**src/verilog/ectc_pkg.sv**
```systemverilog
/*
 * ectc_pkg: register map, field positions, reset values and shared types of
 * the 16-bit event counter / capture timer channel.
 * Assumes a 32-bit classic Wishbone slave port, one aligned word per register.
 */
// How it works
// second compare match raises second interrupt unless stopped or second register captures
// software configures everything before run mode 11
// run mode 00 clears counter, stops
// clock select 11 counts first input edges
// no event counting while run mode 10
// first match after M+2 edges, then M+1
// edge valid after two equal consecutive samples
// edge select 00 fall, 01 rise, 11 both
// output enable gates pin; level bits preset flop
// toggle select: none, first, second, either match
// capture bits clear: first register compares
// event count M+1 raises first match interrupt
// software never loads first register with zero
// second match in event counting keeps counter
// run mode 10 counts, first edge clears
// without edges counter wraps, keeps counting
// edge-cleared mode counts immediately on entry
// compare registers match raise their interrupts
// second input or reverse phase captures first
// first input edge captures second, clears counter
// software avoids clock select 11 in mode 10
// reverse-phase capture raises no first interrupt
// counter wrap sets overflow flag, software clears
package ectc_pkg;

	localparam logic [7:0] ADDR_MODE_CTRL = 8'h00;
	localparam logic [7:0] ADDR_CAPCMP_CTRL = 8'h04;
	localparam logic [7:0] ADDR_OUT_CTRL = 8'h08;
	localparam logic [7:0] ADDR_PRESCALER = 8'h0c;
	localparam logic [7:0] ADDR_COUNT_SRC = 8'h10;
	localparam logic [7:0] ADDR_COUNT_VALUE = 8'h14;
	localparam logic [7:0] ADDR_CAPCMP_FIRST = 8'h18;
	localparam logic [7:0] ADDR_CAPCMP_SECOND = 8'h1c;

	// timer_mode_control fields
	localparam int MC_OVERFLOW = 0;
	localparam int MC_TOGGLE_CLEAR = 1;
	localparam int MC_RUN_LO = 2;
	// capture_compare_control fields
	localparam int CC_SEL_FIRST = 0;
	localparam int CC_PHASE = 1;
	localparam int CC_SEL_SECOND = 2;
	// timer_output_control fields
	localparam int OC_ENABLE = 0;
	localparam int OC_TOGGLE_FIRST = 1;
	localparam int OC_LEVEL_RESET = 2;
	localparam int OC_LEVEL_SET = 3;
	localparam int OC_TOGGLE_SECOND = 4;
	// prescaler_mode fields
	localparam int PM_CLOCK_LO = 0;
	localparam int PM_EDGE_FIRST_LO = 4;
	localparam int PM_EDGE_SECOND_LO = 6;
	// count_source_select fields
	localparam int CS_TABLE = 0;

	localparam logic [7:0] RESET_BYTE = 8'h00;
	localparam logic [15:0] RESET_WORD = 16'h0000;
	localparam logic [15:0] COUNT_MAX = 16'hffff;

	localparam logic [1:0] RUN_STOP = 2'h0;
	localparam logic [1:0] RUN_EDGE_CLEAR = 2'h2;
	localparam logic [1:0] RUN_MATCH_CLEAR = 2'h3;
	localparam logic [1:0] CLK_EVENT = 2'h3;
	localparam logic [1:0] CLK_AUX = 2'h2;
	localparam logic [1:0] EDGE_FALL = 2'h0;
	localparam logic [1:0] EDGE_RISE = 2'h1;
	localparam logic [1:0] EDGE_BOTH = 2'h3;

	typedef enum logic [3:0] {
		ST_STOP = 4'b0001,
		ST_FREE = 4'b0010,
		ST_EDGE = 4'b0100,
		ST_MATCH = 4'b1000
	} ectc_state_type;

	typedef struct packed {
		logic toggle_on_clear_sel;
		logic [1:0] run_mode;
		logic overflow_flag;
	} ectc_mode_type;

	typedef struct packed {
		logic [1:0] edge_sel_second;
		logic [1:0] edge_sel_first;
		logic [1:0] clock_sel;
	} ectc_presc_type;

endpackage : ectc_pkg

```
**src/verilog/ectc_top.sv**
```systemverilog
/*
 * ectc_top: one 16-bit timer / event counter channel with two
 * capture-compare registers, filtered event inputs and a toggle output.
 * Assumes event inputs already synchronous to clk_sys_i and a classic
 * Wishbone master; aux_tick_i is a one-cycle pulse from a slow time base.
 */
`timescale 1ns/100ps
`default_nettype none
module ectc_top
	import ectc_pkg::*;
#(
	parameter int DATA_WIDTH = 16
) (
	input wire logic clk_sys_i,
	input wire logic reset_i,
	input wire logic wb_cyc_i,
	input wire logic wb_stb_i,
	input wire logic wb_we_i,
	input wire logic [7:0] wb_adr_i,
	input wire logic [3:0] wb_sel_i,
	input wire logic [31:0] wb_dat_i,
	output logic [31:0] wb_dat_o,
	output logic wb_ack_o,
	input wire logic event_in_first_i,
	input wire logic event_in_second_i,
	input wire logic aux_tick_i,
	output logic toggle_out_pin_o,
	output logic match_irq_first_o,
	output logic match_irq_second_o
);

	ectc_mode_type mode;
	ectc_presc_type presc;
	ectc_state_type state;
	logic [2:0] capcmp_ctrl;
	logic [4:0] out_ctrl;
	logic clock_table_sel;
	logic [DATA_WIDTH-1:0] count_value;
	logic [DATA_WIDTH-1:0] capcmp_first;
	logic [DATA_WIDTH-1:0] capcmp_second;
	logic [3:0] presc_cnt;
	logic [1:0] samp_first;
	logic [1:0] samp_second;
	logic level_first;
	logic level_second;
	logic armed;
	logic toggle_ff;

	// edge select decode, shared by both event inputs
	function automatic logic edge_hit(input logic [1:0] esel, input logic old_lvl,
			input logic new_lvl);
		logic rise;
		logic fall;
		rise = ~old_lvl & new_lvl;
		fall = old_lvl & ~new_lvl;
		case (esel)
			EDGE_FALL: edge_hit = fall;
			EDGE_RISE: edge_hit = rise;
			EDGE_BOTH: edge_hit = rise | fall;
			default: edge_hit = 1'b0;
		endcase
	endfunction : edge_hit

	// write strobe for one register address
	function automatic logic wr_hit(input logic strobe, input logic [7:0] adr,
			input logic [7:0] reg_adr);
		wr_hit = strobe & (adr == reg_adr);
	endfunction : wr_hit

	// bus access
	logic bus_req;
	logic bus_wr;
	logic bus_wr_lo;
	logic bus_wr_hi;
	logic wr_mode;
	logic wr_capcmp_ctrl;
	logic wr_out;
	logic wr_presc;
	logic wr_src;
	logic wr_first_lo;
	logic wr_first_hi;
	logic wr_second_lo;
	logic wr_second_hi;
	assign bus_req = wb_cyc_i & wb_stb_i & ~wb_ack_o;
	assign bus_wr = bus_req & wb_we_i;
	assign bus_wr_lo = bus_wr & wb_sel_i[0];
	assign bus_wr_hi = bus_wr & wb_sel_i[1];
	assign wr_mode = wr_hit(bus_wr_lo, wb_adr_i, ADDR_MODE_CTRL);
	assign wr_capcmp_ctrl = wr_hit(bus_wr_lo, wb_adr_i, ADDR_CAPCMP_CTRL);
	assign wr_out = wr_hit(bus_wr_lo, wb_adr_i, ADDR_OUT_CTRL);
	assign wr_presc = wr_hit(bus_wr_lo, wb_adr_i, ADDR_PRESCALER);
	assign wr_src = wr_hit(bus_wr_lo, wb_adr_i, ADDR_COUNT_SRC);
	assign wr_first_lo = wr_hit(bus_wr_lo, wb_adr_i, ADDR_CAPCMP_FIRST);
	assign wr_first_hi = wr_hit(bus_wr_hi, wb_adr_i, ADDR_CAPCMP_FIRST);
	assign wr_second_lo = wr_hit(bus_wr_lo, wb_adr_i, ADDR_CAPCMP_SECOND);
	assign wr_second_hi = wr_hit(bus_wr_hi, wb_adr_i, ADDR_CAPCMP_SECOND);

	// input filter: a level is accepted only after two equal samples
	logic filt_first;
	logic filt_second;
	logic edge_first;
	logic edge_first_rev;
	logic edge_second;
	assign filt_first = (samp_first[0] == samp_first[1]) ? samp_first[1] : level_first;
	assign filt_second = (samp_second[0] == samp_second[1]) ? samp_second[1] : level_second;
	assign edge_first = edge_hit(presc.edge_sel_first, level_first, filt_first);
	assign edge_first_rev = edge_hit(presc.edge_sel_first, ~level_first, ~filt_first);
	assign edge_second = edge_hit(presc.edge_sel_second, level_second, filt_second);

	always_ff @(posedge clk_sys_i) begin
		if (reset_i) begin
			samp_first <= 2'h0;
			samp_second <= 2'h0;
			level_first <= 1'b0;
			level_second <= 1'b0;
		end else begin
			samp_first <= {samp_first[0], event_in_first_i};
			samp_second <= {samp_second[0], event_in_second_i};
			level_first <= filt_first;
			level_second <= filt_second;
		end
	end

	// count clock selection; the divider runs free so ticks stay evenly spaced
	logic count_tick;
	always_comb begin
		count_tick = 1'b0;
		case (presc.clock_sel)
			2'h0: count_tick = clock_table_sel ? presc_cnt[0] : 1'b1;
			2'h1: count_tick = clock_table_sel ? (presc_cnt[2:0] == 3'h7)
				: (presc_cnt[1:0] == 2'h3);
			CLK_AUX: count_tick = clock_table_sel ? (presc_cnt == 4'hf) : aux_tick_i;
			CLK_EVENT: count_tick = edge_first;
			default: count_tick = 1'b0;
		endcase
	end

	always_ff @(posedge clk_sys_i) begin
		if (reset_i) begin
			presc_cnt <= 4'h0;
		end else begin
			presc_cnt <= presc_cnt + 4'h1;
		end
	end

	// run state follows the mode field
	always_ff @(posedge clk_sys_i) begin
		if (reset_i) begin
			state <= ST_STOP;
		end else begin
			case (mode.run_mode)
				RUN_STOP: state <= ST_STOP;
				RUN_EDGE_CLEAR: state <= ST_EDGE;
				RUN_MATCH_CLEAR: state <= ST_MATCH;
				default: state <= ST_FREE;
			endcase
		end
	end

	// match and capture events
	logic cmp_first_en;
	logic cmp_second_en;
	logic match_first;
	logic match_second;
	logic edge_clear;
	logic cap_first;
	logic cap_first_irq;
	logic cap_second;
	logic wrap;
	logic stopped;
	assign stopped = (state == ST_STOP);
	assign cmp_first_en = ~capcmp_ctrl[CC_SEL_FIRST];
	assign cmp_second_en = ~capcmp_ctrl[CC_SEL_SECOND];
	assign match_first = ~stopped & count_tick & cmp_first_en
		& (count_value == capcmp_first) & ~(state == ST_MATCH & armed);
	assign match_second = ~stopped & count_tick & cmp_second_en
		& (count_value == capcmp_second) & ~(state == ST_MATCH & armed);
	assign edge_clear = (state == ST_EDGE) & edge_first;
	assign cap_second = edge_clear & capcmp_ctrl[CC_SEL_SECOND];
	assign cap_first = (state == ST_EDGE) & capcmp_ctrl[CC_SEL_FIRST]
		& (edge_second | (capcmp_ctrl[CC_PHASE] & edge_first_rev));
	assign cap_first_irq = cap_first & edge_second;
	assign wrap = count_tick & ~edge_clear & (count_value == COUNT_MAX)
		& (state == ST_EDGE | state == ST_FREE);

	// counter; first tick after entering match-clear mode from stop only loads zero and clears armed
	always_ff @(posedge clk_sys_i) begin
		if (reset_i) begin
			count_value <= RESET_WORD;
			armed <= 1'b0;
		end else begin
			case (state)
				ST_STOP: begin
					count_value <= RESET_WORD;
					armed <= 1'b1;
				end
				ST_MATCH: begin
					if (count_tick) begin
						armed <= 1'b0;
						if (armed) begin
							count_value <= RESET_WORD;
						end else if (count_value == capcmp_first) begin
							count_value <= RESET_WORD;
						end else begin
							count_value <= count_value + 16'h1;
						end
					end
				end
				ST_EDGE: begin
					armed <= 1'b0;
					if (edge_clear) begin
						count_value <= RESET_WORD;
					end else if (count_tick) begin
						count_value <= count_value + 16'h1;
					end
				end
				ST_FREE: begin
					armed <= 1'b0;
					if (count_tick) begin
						count_value <= count_value + 16'h1;
					end
				end
				default: begin
					count_value <= RESET_WORD;
					armed <= 1'b0;
				end
			endcase
		end
	end

	// interrupt request pulses
	always_ff @(posedge clk_sys_i) begin
		if (reset_i) begin
			match_irq_first_o <= 1'b0;
		end else begin
			match_irq_first_o <= match_first | cap_first_irq;
		end
	end

	always_ff @(posedge clk_sys_i) begin
		if (reset_i) begin
			match_irq_second_o <= 1'b0;
		end else begin
			match_irq_second_o <= match_second | cap_second;
		end
	end

	// mode control; hardware overflow set wins over a software clear
	always_ff @(posedge clk_sys_i) begin
		if (reset_i) begin
			mode <= ectc_mode_type'(4'h0);
		end else begin
			if (wr_mode) begin
				mode.run_mode <= wb_dat_i[MC_RUN_LO+1:MC_RUN_LO];
				mode.toggle_on_clear_sel <= wb_dat_i[MC_TOGGLE_CLEAR];
				mode.overflow_flag <= wb_dat_i[MC_OVERFLOW] & mode.overflow_flag;
			end
			if (wrap) begin
				mode.overflow_flag <= 1'b1;
			end
		end
	end

	// remaining control registers, one block each
	always_ff @(posedge clk_sys_i) begin
		if (reset_i) begin
			capcmp_ctrl <= RESET_BYTE[2:0];
		end else if (wr_capcmp_ctrl) begin
			capcmp_ctrl <= wb_dat_i[2:0];
		end
	end

	// level bits act as strobes and are not stored
	always_ff @(posedge clk_sys_i) begin
		if (reset_i) begin
			out_ctrl <= RESET_BYTE[4:0];
		end else if (wr_out) begin
			out_ctrl <= {wb_dat_i[OC_TOGGLE_SECOND], 2'h0, wb_dat_i[OC_TOGGLE_FIRST],
				wb_dat_i[OC_ENABLE]};
		end
	end

	always_ff @(posedge clk_sys_i) begin
		if (reset_i) begin
			presc <= ectc_presc_type'(RESET_BYTE[5:0]);
		end else if (wr_presc) begin
			presc <= ectc_presc_type'(wb_dat_i[7:2] & 6'h3c
				| {4'h0, wb_dat_i[PM_CLOCK_LO+1:PM_CLOCK_LO]});
		end
	end

	always_ff @(posedge clk_sys_i) begin
		if (reset_i) begin
			clock_table_sel <= 1'b0;
		end else if (wr_src) begin
			clock_table_sel <= wb_dat_i[CS_TABLE];
		end
	end

	// capture-compare registers; a capture wins over a same-cycle write
	always_ff @(posedge clk_sys_i) begin
		if (reset_i) begin
			capcmp_first <= RESET_WORD;
		end else if (cap_first) begin
			capcmp_first <= count_value;
		end else begin
			if (wr_first_lo) begin
				capcmp_first[7:0] <= wb_dat_i[7:0];
			end
			if (wr_first_hi) begin
				capcmp_first[15:8] <= wb_dat_i[15:8];
			end
		end
	end

	always_ff @(posedge clk_sys_i) begin
		if (reset_i) begin
			capcmp_second <= RESET_WORD;
		end else if (cap_second) begin
			capcmp_second <= count_value;
		end else begin
			if (wr_second_lo) begin
				capcmp_second[7:0] <= wb_dat_i[7:0];
			end
			if (wr_second_hi) begin
				capcmp_second[15:8] <= wb_dat_i[15:8];
			end
		end
	end

	// toggle flop and pin
	logic do_toggle;
	assign do_toggle = (match_first & out_ctrl[OC_TOGGLE_FIRST])
		| (match_second & out_ctrl[OC_TOGGLE_SECOND])
		| (edge_clear & mode.toggle_on_clear_sel);
	always_ff @(posedge clk_sys_i) begin
		if (reset_i) begin
			toggle_ff <= 1'b0;
		end else if (wr_out && wb_dat_i[OC_LEVEL_SET]) begin
			toggle_ff <= 1'b1;
		end else if (wr_out && wb_dat_i[OC_LEVEL_RESET]) begin
			toggle_ff <= 1'b0;
		end else if (do_toggle) begin
			toggle_ff <= ~toggle_ff;
		end
	end

	// gated copy keeps the pin straight off a flop
	always_ff @(posedge clk_sys_i) begin
		if (reset_i) begin
			toggle_out_pin_o <= 1'b0;
		end else begin
			toggle_out_pin_o <= out_ctrl[OC_ENABLE] & toggle_ff;
		end
	end

	// bus answer: one wait state, unmapped reads return zero
	logic [31:0] rd_data;
	always_comb begin
		rd_data = 32'h0;
		case (wb_adr_i)
			ADDR_MODE_CTRL: rd_data = {28'h0, mode.run_mode, mode.toggle_on_clear_sel,
				mode.overflow_flag};
			ADDR_CAPCMP_CTRL: rd_data = {29'h0, capcmp_ctrl};
			ADDR_OUT_CTRL: rd_data = {27'h0, out_ctrl[4], 2'h0, out_ctrl[1:0]};
			ADDR_PRESCALER: rd_data = {24'h0, presc.edge_sel_second, presc.edge_sel_first,
				2'h0, presc.clock_sel};
			ADDR_COUNT_SRC: rd_data = {31'h0, clock_table_sel};
			ADDR_COUNT_VALUE: rd_data = {16'h0, count_value};
			ADDR_CAPCMP_FIRST: rd_data = {16'h0, capcmp_first};
			ADDR_CAPCMP_SECOND: rd_data = {16'h0, capcmp_second};
			default: rd_data = 32'h0;
		endcase
	end

	always_ff @(posedge clk_sys_i) begin
		if (reset_i) begin
			wb_ack_o <= 1'b0;
			wb_dat_o <= 32'h0;
		end else begin
			wb_ack_o <= bus_req;
			wb_dat_o <= bus_req ? rd_data : 32'h0;
		end
	end

endmodule : ectc_top
`default_nettype wire

```
**config.mk**
```make
export PLATFORM = sky130hd
export DESIGN_NAME = ectc_top
export DESIGN_NICKNAME = d
export VERILOG_FILES = /design/src/verilog/ectc_pkg.sv /design/src/verilog/ectc_top.sv
export SDC_FILE = /design/constraint.sdc
export NUM_CORES = 1
export LEC_CHECK = 0
export BUFFER_PORTS_ARGS = -buffer_cell sky130_fd_sc_hd__buf_4
export CORE_ASPECT_RATIO = 1.25
export CORE_MARGIN = 5
export CORE_UTILIZATION = 59
export CTS_BUF_LIST = sky130_fd_sc_hd__clkbuf_8
export CTS_CLUSTER_DIAMETER = 150
export DETAILED_ROUTE_END_ITERATION = 16
export HOLD_SLACK_MARGIN = 0.05
export PLACE_DENSITY = 0.85
export SLEW_MARGIN = 15
export SYNTH_ARGS = -nofsm -noshare
export SYNTH_HDL_FRONTEND = slang
export SYNTH_SLANG_ARGS = --single-unit
```
**constraint.sdc**
```tcl
create_clock -name clk_sys_i -period 3.3 [get_ports clk_sys_i]
set_input_delay 0.66 -clock clk_sys_i [delete_from_list [all_inputs] [get_ports clk_sys_i]]
set_output_delay 0.66 -clock clk_sys_i [all_outputs]
set_load 0.01 [all_outputs]
```
After elaboration in Yosys (flattened, before gate mapping)
Index checks and enable logic that the tools add are counted.

operators by class
  add/subtract/negate cells = 2
  multipliers = 0
  divide/modulo/power cells = 0
  order comparisons = 0
  equal/unequal tests = 29
  shift-type cells = 0
  mux-type cells = 30
  bitwise gates (word level) = 61
  reduce and logical (&&, ||, !) cells = 14

operators by type and width
  operator                                              count
  case mux 16 bit (8 select lines)                      1
  2-to-1 mux 16 bit                                     7
  case mux 16 bit (3 select lines)                      1
  bitwise AND 1 bit                                     40
  equality test 16 bit                                  2
  equality test 8 x 5 -> 1 bit (second input constant)  4
  2-to-1 mux 8 bit                                      4
  adder 16 x 1 -> 16 bit (second input constant)        1
  equality test 16 bit (second input constant)          1
  equality test 8 x 4 -> 1 bit (second input constant)  2
  equality test 2 bit (second input constant)           7
  NOT 1 bit                                             12
  case mux 4 bit (3 select lines)                       1
  2-to-1 mux 1 bit                                      11
  nonzero test 2 bit                                    5
  case mux 1 bit (3 select lines)                       3
  equality test 4 bit (second input constant)           2
  equality test 8 x 3 -> 1 bit (second input constant)  1
  logical NOT 2 bit                                     4
  logical NOT 8 bit                                     1
  bitwise OR 1 bit                                      8
  equality test 2 x 1 -> 1 bit (second input constant)  3
  bitwise OR 6 x 2 -> 6 bit                             1
  adder 4 x 1 -> 4 bit (second input constant)          1
  11 further kinds                                      13

word-level totals
  register bits after elaboration = 117
  latch bits = 0
  memory bits (writable) = 0
  memory bits (read-only) = 0
  input bits = 52
  word-level logic and storage cells = 163
  memories kept = 0

Longest topological paths before layout
  depth in word-level cells = 17
  depth in mapped cells = 12

Worst setup path before layout
OpenSTA, ideal clock, no wires.

  path type = register -> register
  from = reg level_first
  to = reg count_value[11]
  library setup time = 0.092 ns
  data arrival time = 2.399 ns
  data required time = 3.208 ns
  path slack = 0.809 ns
  cell stages (with the launch flop) = 12
  path buffers = 1
  clock period less this slack = 2.491 ns
  path through = dfxtp_1 a21o_1 o21a_1 ha_1 and2b_1 nor2_1 a311oi_1 or3_1 nor4_2 buf_4 nand2_1 o311ai_4

on the way
  word-level cells in the longest chain between the ends = 9

ends and longest elaborated chain
  what                               RTL line         source
  start: declaration                 ectc_top.sv:44   logic level_first;
  start signal: assignment           ectc_top.sv:119  level_first <= filt_first;
  2-to-1 mux 1 bit *                 ectc_top.sv:104  assign filt_first = (samp_first[0] == samp_first[1]) ? samp_first[1] : level_first;
  named net filt_first               ectc_top.sv:99   logic filt_first;
  NOT 1 bit                          ectc_top.sv:55   fall = old_lvl & ~new_lvl;
  bitwise AND 1 bit                  ectc_top.sv:55
  bitwise OR 1 bit                   ectc_top.sv:59   EDGE_BOTH: edge_hit = rise | fall;
  case mux 1 bit (3 select lines) *  ectc_top.sv:56   case (esel)
  case mux 1 bit (4 select lines)    ectc_top.sv:128  case (presc.clock_sel)
  2-to-1 mux 16 bit                  --
  2-to-1 mux 16 bit                  ectc_top.sv:211  if (edge_clear) begin
  case mux 16 bit (3 select lines)   ectc_top.sv:192  case (state)
  end signal: assignment             ectc_top.sv:205  count_value <= count_value + 16'h1;
  end signal: assignment             ectc_top.sv:214  count_value <= count_value + 16'h1;
  end signal: assignment             ectc_top.sv:220  count_value <= count_value + 16'h1;
  end: declaration                   ectc_top.sv:38   logic [DATA_WIDTH-1:0] count_value;

The timed path passes the listed nets; every way through them passes the cells marked *.
A chain may end at the register's enable or synchronous reset.

Worst setup path in the final report
  from = reg level_first
  to = reg count_value[6]

Same word-level chain as after synthesis.

==> metrics.cfg <==
[run_status]
status = completed

[sta]
finalMaxSlewViolations = 0
rsz0062_at_grt = false
skew_ps = 12.2
worst_pin_slew_ps = 798
fin_crit_ps = 2940
whs_ps = 474
hold_viol_final = 0
slew_headroom = 0.464
fmax_ghz = 0.340
setup_viol = 0
timing.setup.tns_ps = 0
fin_crit_sh = 0.892

[worst_hold_path]
hold_path.class = reg2reg
min_path_cells = 2
hp-start = out_ctrl[0]$_SDFFE_PP0P_
hold_path_end = toggle_out_pin_o$_SDFF_PP0_

[power]
clockPowerShare = 0.363
p_seq_frac = 0.591
power_mw = 2.08
ir_drop_mv = 0.321
power_switching_mw = 0.474
p_int_mw = 1.61
swShare = 0.228
pwr-share-comb = 0.046
power_density_nw_per_um2 = 352
p_leak_nw = 2.41

[critical_path]
path_common_cell = a21o_1
crit_arrival_ps = 3210
crit_slowest_cell = nor3_1
worstPathRequired_ps = 3560
r2r_cells = 10
end_kind = flip-flop
cpPeakStageDelay_ps = 690
path_class = reg2reg
timing.critical_path.from_type = flip-flop
rrSetupSlack_ps = 360
cp_max_fo = 9
rr_endpoint = count_value[6]$_SDFFE_PP0P_
cp_cell_sequence = a21o_1, o21a_1, ha_1, and2b_1, nor2_1, a311oi_1, nor3_1, or3_1, nor3_2, a21o_1
reg2reg_from = level_first$_SDFF_PP0_

[floorplanning]
initial_core_util = 0.606
io_pins = 88
die_area_sq_um = 11000
core-area_sq_um = 8750
die_w_um = 94.8
fp.dieH_um = 116
rows = 38

[finish]
fillers = 737
seq_area_sq_um = 2020
fin_nets = 728
n_antenna_cell = 0
stdcell_count = 794
synthToLayoutAreaGrowth_pct = 11.5
drive_above_1_share = 0.139
multi_input_area_sq_um = 2970

[grt]
first_global_vias = 4609
grt_pass1_wl_um = 22700
grt.total_usage = 0.264
overflow = 0
grt_max_degree = 45
grt_antenna_before_repair = 0

[clock_tree]
htreeDepth = 3
cts.path.max_buffers = 2
clk_latency_ps = 370
cts_root_buffer = clkbuf_8
cts_tree = yes
cts.sinks = 101
cts_buffers = 9
cts_resized = 0
path_clk_slew_ps = 100
holdBufCountCts = 0
cts_setup_buffers = 0

[synth]
synth_top_cell_by_area = dfxtp_1
synth_common_cells = 101 x dfxtp_1, 67 x nor2_1, 64 x nand2_1
ys_seq_area_frac = 0.381
synth_edf_count = 0
synth.area.top_cells = dfxtp_1 38%, mux2i_1 4.9%, nor2_1 4.7%, nand2_1 4.5%, nand3_1 4.3%
synth_area_sq_um = 5310
ys.flop_type = dfxtp_1
synthCells = 635
synth_seq_cells = 101
yosys.cell_types.count = 57
syn_area_per_cell_sq_um = 8.35
synth_top_area_share = 0.381
async_flop_share = 0
yosys.cell_count.top_type = dfxtp_1
ys_warn_count = 0

[drt]
num_vias = 4913
viasPerCell = 6.19
first_pass_iters = 9
drt_iter0_markers = 538
drc_errors = 0
antenna_left = 0
wl_um = 14300
avgRoutedWirePerCell_um = 17.9

[placed_design]
dp_hpwl_um = 10300
dp.cells = 778
port_buffers = 53
gp_congestion = 0.924

[run]
maxCapViolations = 0

==> area by class of cell <==
type | count | area share
Multi-Input combinational cell | 473 | 0.502
Sequential cell | 101 | 0.342
Timing Repair Buffer | 73 | 0.0926
Tap cell | 120 | 0.0254
Clock buffer | 9 | 0.0209
Clock inverter | 7 | 0.0102
Inverter | 11 | 0.00698
==> state kept, by name (all words and copies together), names as in the netlist, 3 cells and up <==
signal / flops
state: 4
capcmp_ctrl: 3
presc_cnt: 4
presc: 6
capcmp_second: 16
wb_dat_o: 16
out_ctrl: 3
capcmp_first: 16
count_value: 16
mode: 4
==> cells in the final DEF, fill, tap and decap left out, types with 4 or more instances in the layout <==
cell type,count
a222oi_1,12
xor2_1,21
dfxtp_1,101
nand4_1,9
a311oi_1,17
nor4_1,8
ha_1,7
o21ai_0,8
mux2i_1,26
nand2b_1,7
a21oi_1,30
and2_1,5
nor2_1,67
o21ai_1,12
nand2_1,64
a22oi_1,5
clkbuf_8,9
nor3_1,12
nor2b_1,13
inv_1,14
a211oi_1,16
a21o_1,4
xnor2_1,17
a31oi_1,4
buf_4,73
nand3_1,46
and3_1,9
conb_1,16
==> metrics by stage <==
stage | setup slack [ps] | utilization | cell area [sq um]
2_1_floorplan | 809 | - | 5360
3_3_place_gp | 488 | 0.655 | 5730
3_5_place_dp | 372 | 0.655 | 5730
4_1_cts | 351 | 0.676 | 5920
5_1_grt | 157 | 0.676 | 5920
6_report | 355 | 0.676 | 5920
==> worst max path at each step <==
stage                            from                            to  slack (ps)  depth (start not counted)
2_1_floorplan  level_first$_SDFF_PP0_  count_value[11]$_SDFFE_PP0P_         810                         11
3_3_place_gp   level_first$_SDFF_PP0_   count_value[6]$_SDFFE_PP0P_         490                         10
3_5_place_dp   level_first$_SDFF_PP0_   count_value[6]$_SDFFE_PP0P_         370                         10
4_1_cts        level_first$_SDFF_PP0_   count_value[6]$_SDFFE_PP0P_         350                         10
5_1_grt        level_first$_SDFF_PP0_   count_value[6]$_SDFFE_PP0P_         160                         10
6_report       level_first$_SDFF_PP0_   count_value[6]$_SDFFE_PP0P_         360                         10
==> power by group through the flow <==
stage / combinational [mW] / sequential, mW / clock, mW
6_report: 0.0964 / 1.23 / 0.754
5_1_grt: 0.104 / 1.23 / 0.810
4_1_cts: 0.0940 / 1.23 / 0.761
3_5_place_dp: 0.0935 / 1.26 / 0
3_3_place_gp: 0.0910 / 1.26 / 0
2_1_floorplan: 0.0575 / 1.26 / 0
==> critical path, delay by kind of cell, from the launching register on <==
family,cells,cell delay [ps]
AOI/OAI and AO/OA,4,600
DFF,1,340
and+or+nand+nor,5,1640
adders and majority gates,1,270
==> routing by layer <==
metal  vias to the layer above  GRT usage  wire (um)
met5                         -          0          0
met4                         0      0.132        566
met3                        45     0.0487       1230
met2                       263      0.455       7030
met1                      2294      0.314       5430
li1                       2311          -          -
==> kinds of logic (layout without fill, tap and decap cells) <==
kind of cell / after synthesis / count (layout) / share of synthesized area
buffers and inverters: 76 / 100 / 0.0708
muxes: 26 / 26 / 0.0491
other: 1 / 16 / 0.000707
adders and majority gates: 7 / 7 / 0.0165
and+or+nand+nor: 259 / 259 / 0.238
AOI/OAI and AO/OA: 127 / 127 / 0.181
DFF: 101 / 101 / 0.381
xor gates and xnor gates: 38 / 38 / 0.0627
Power figures use the tool's default switching activity.
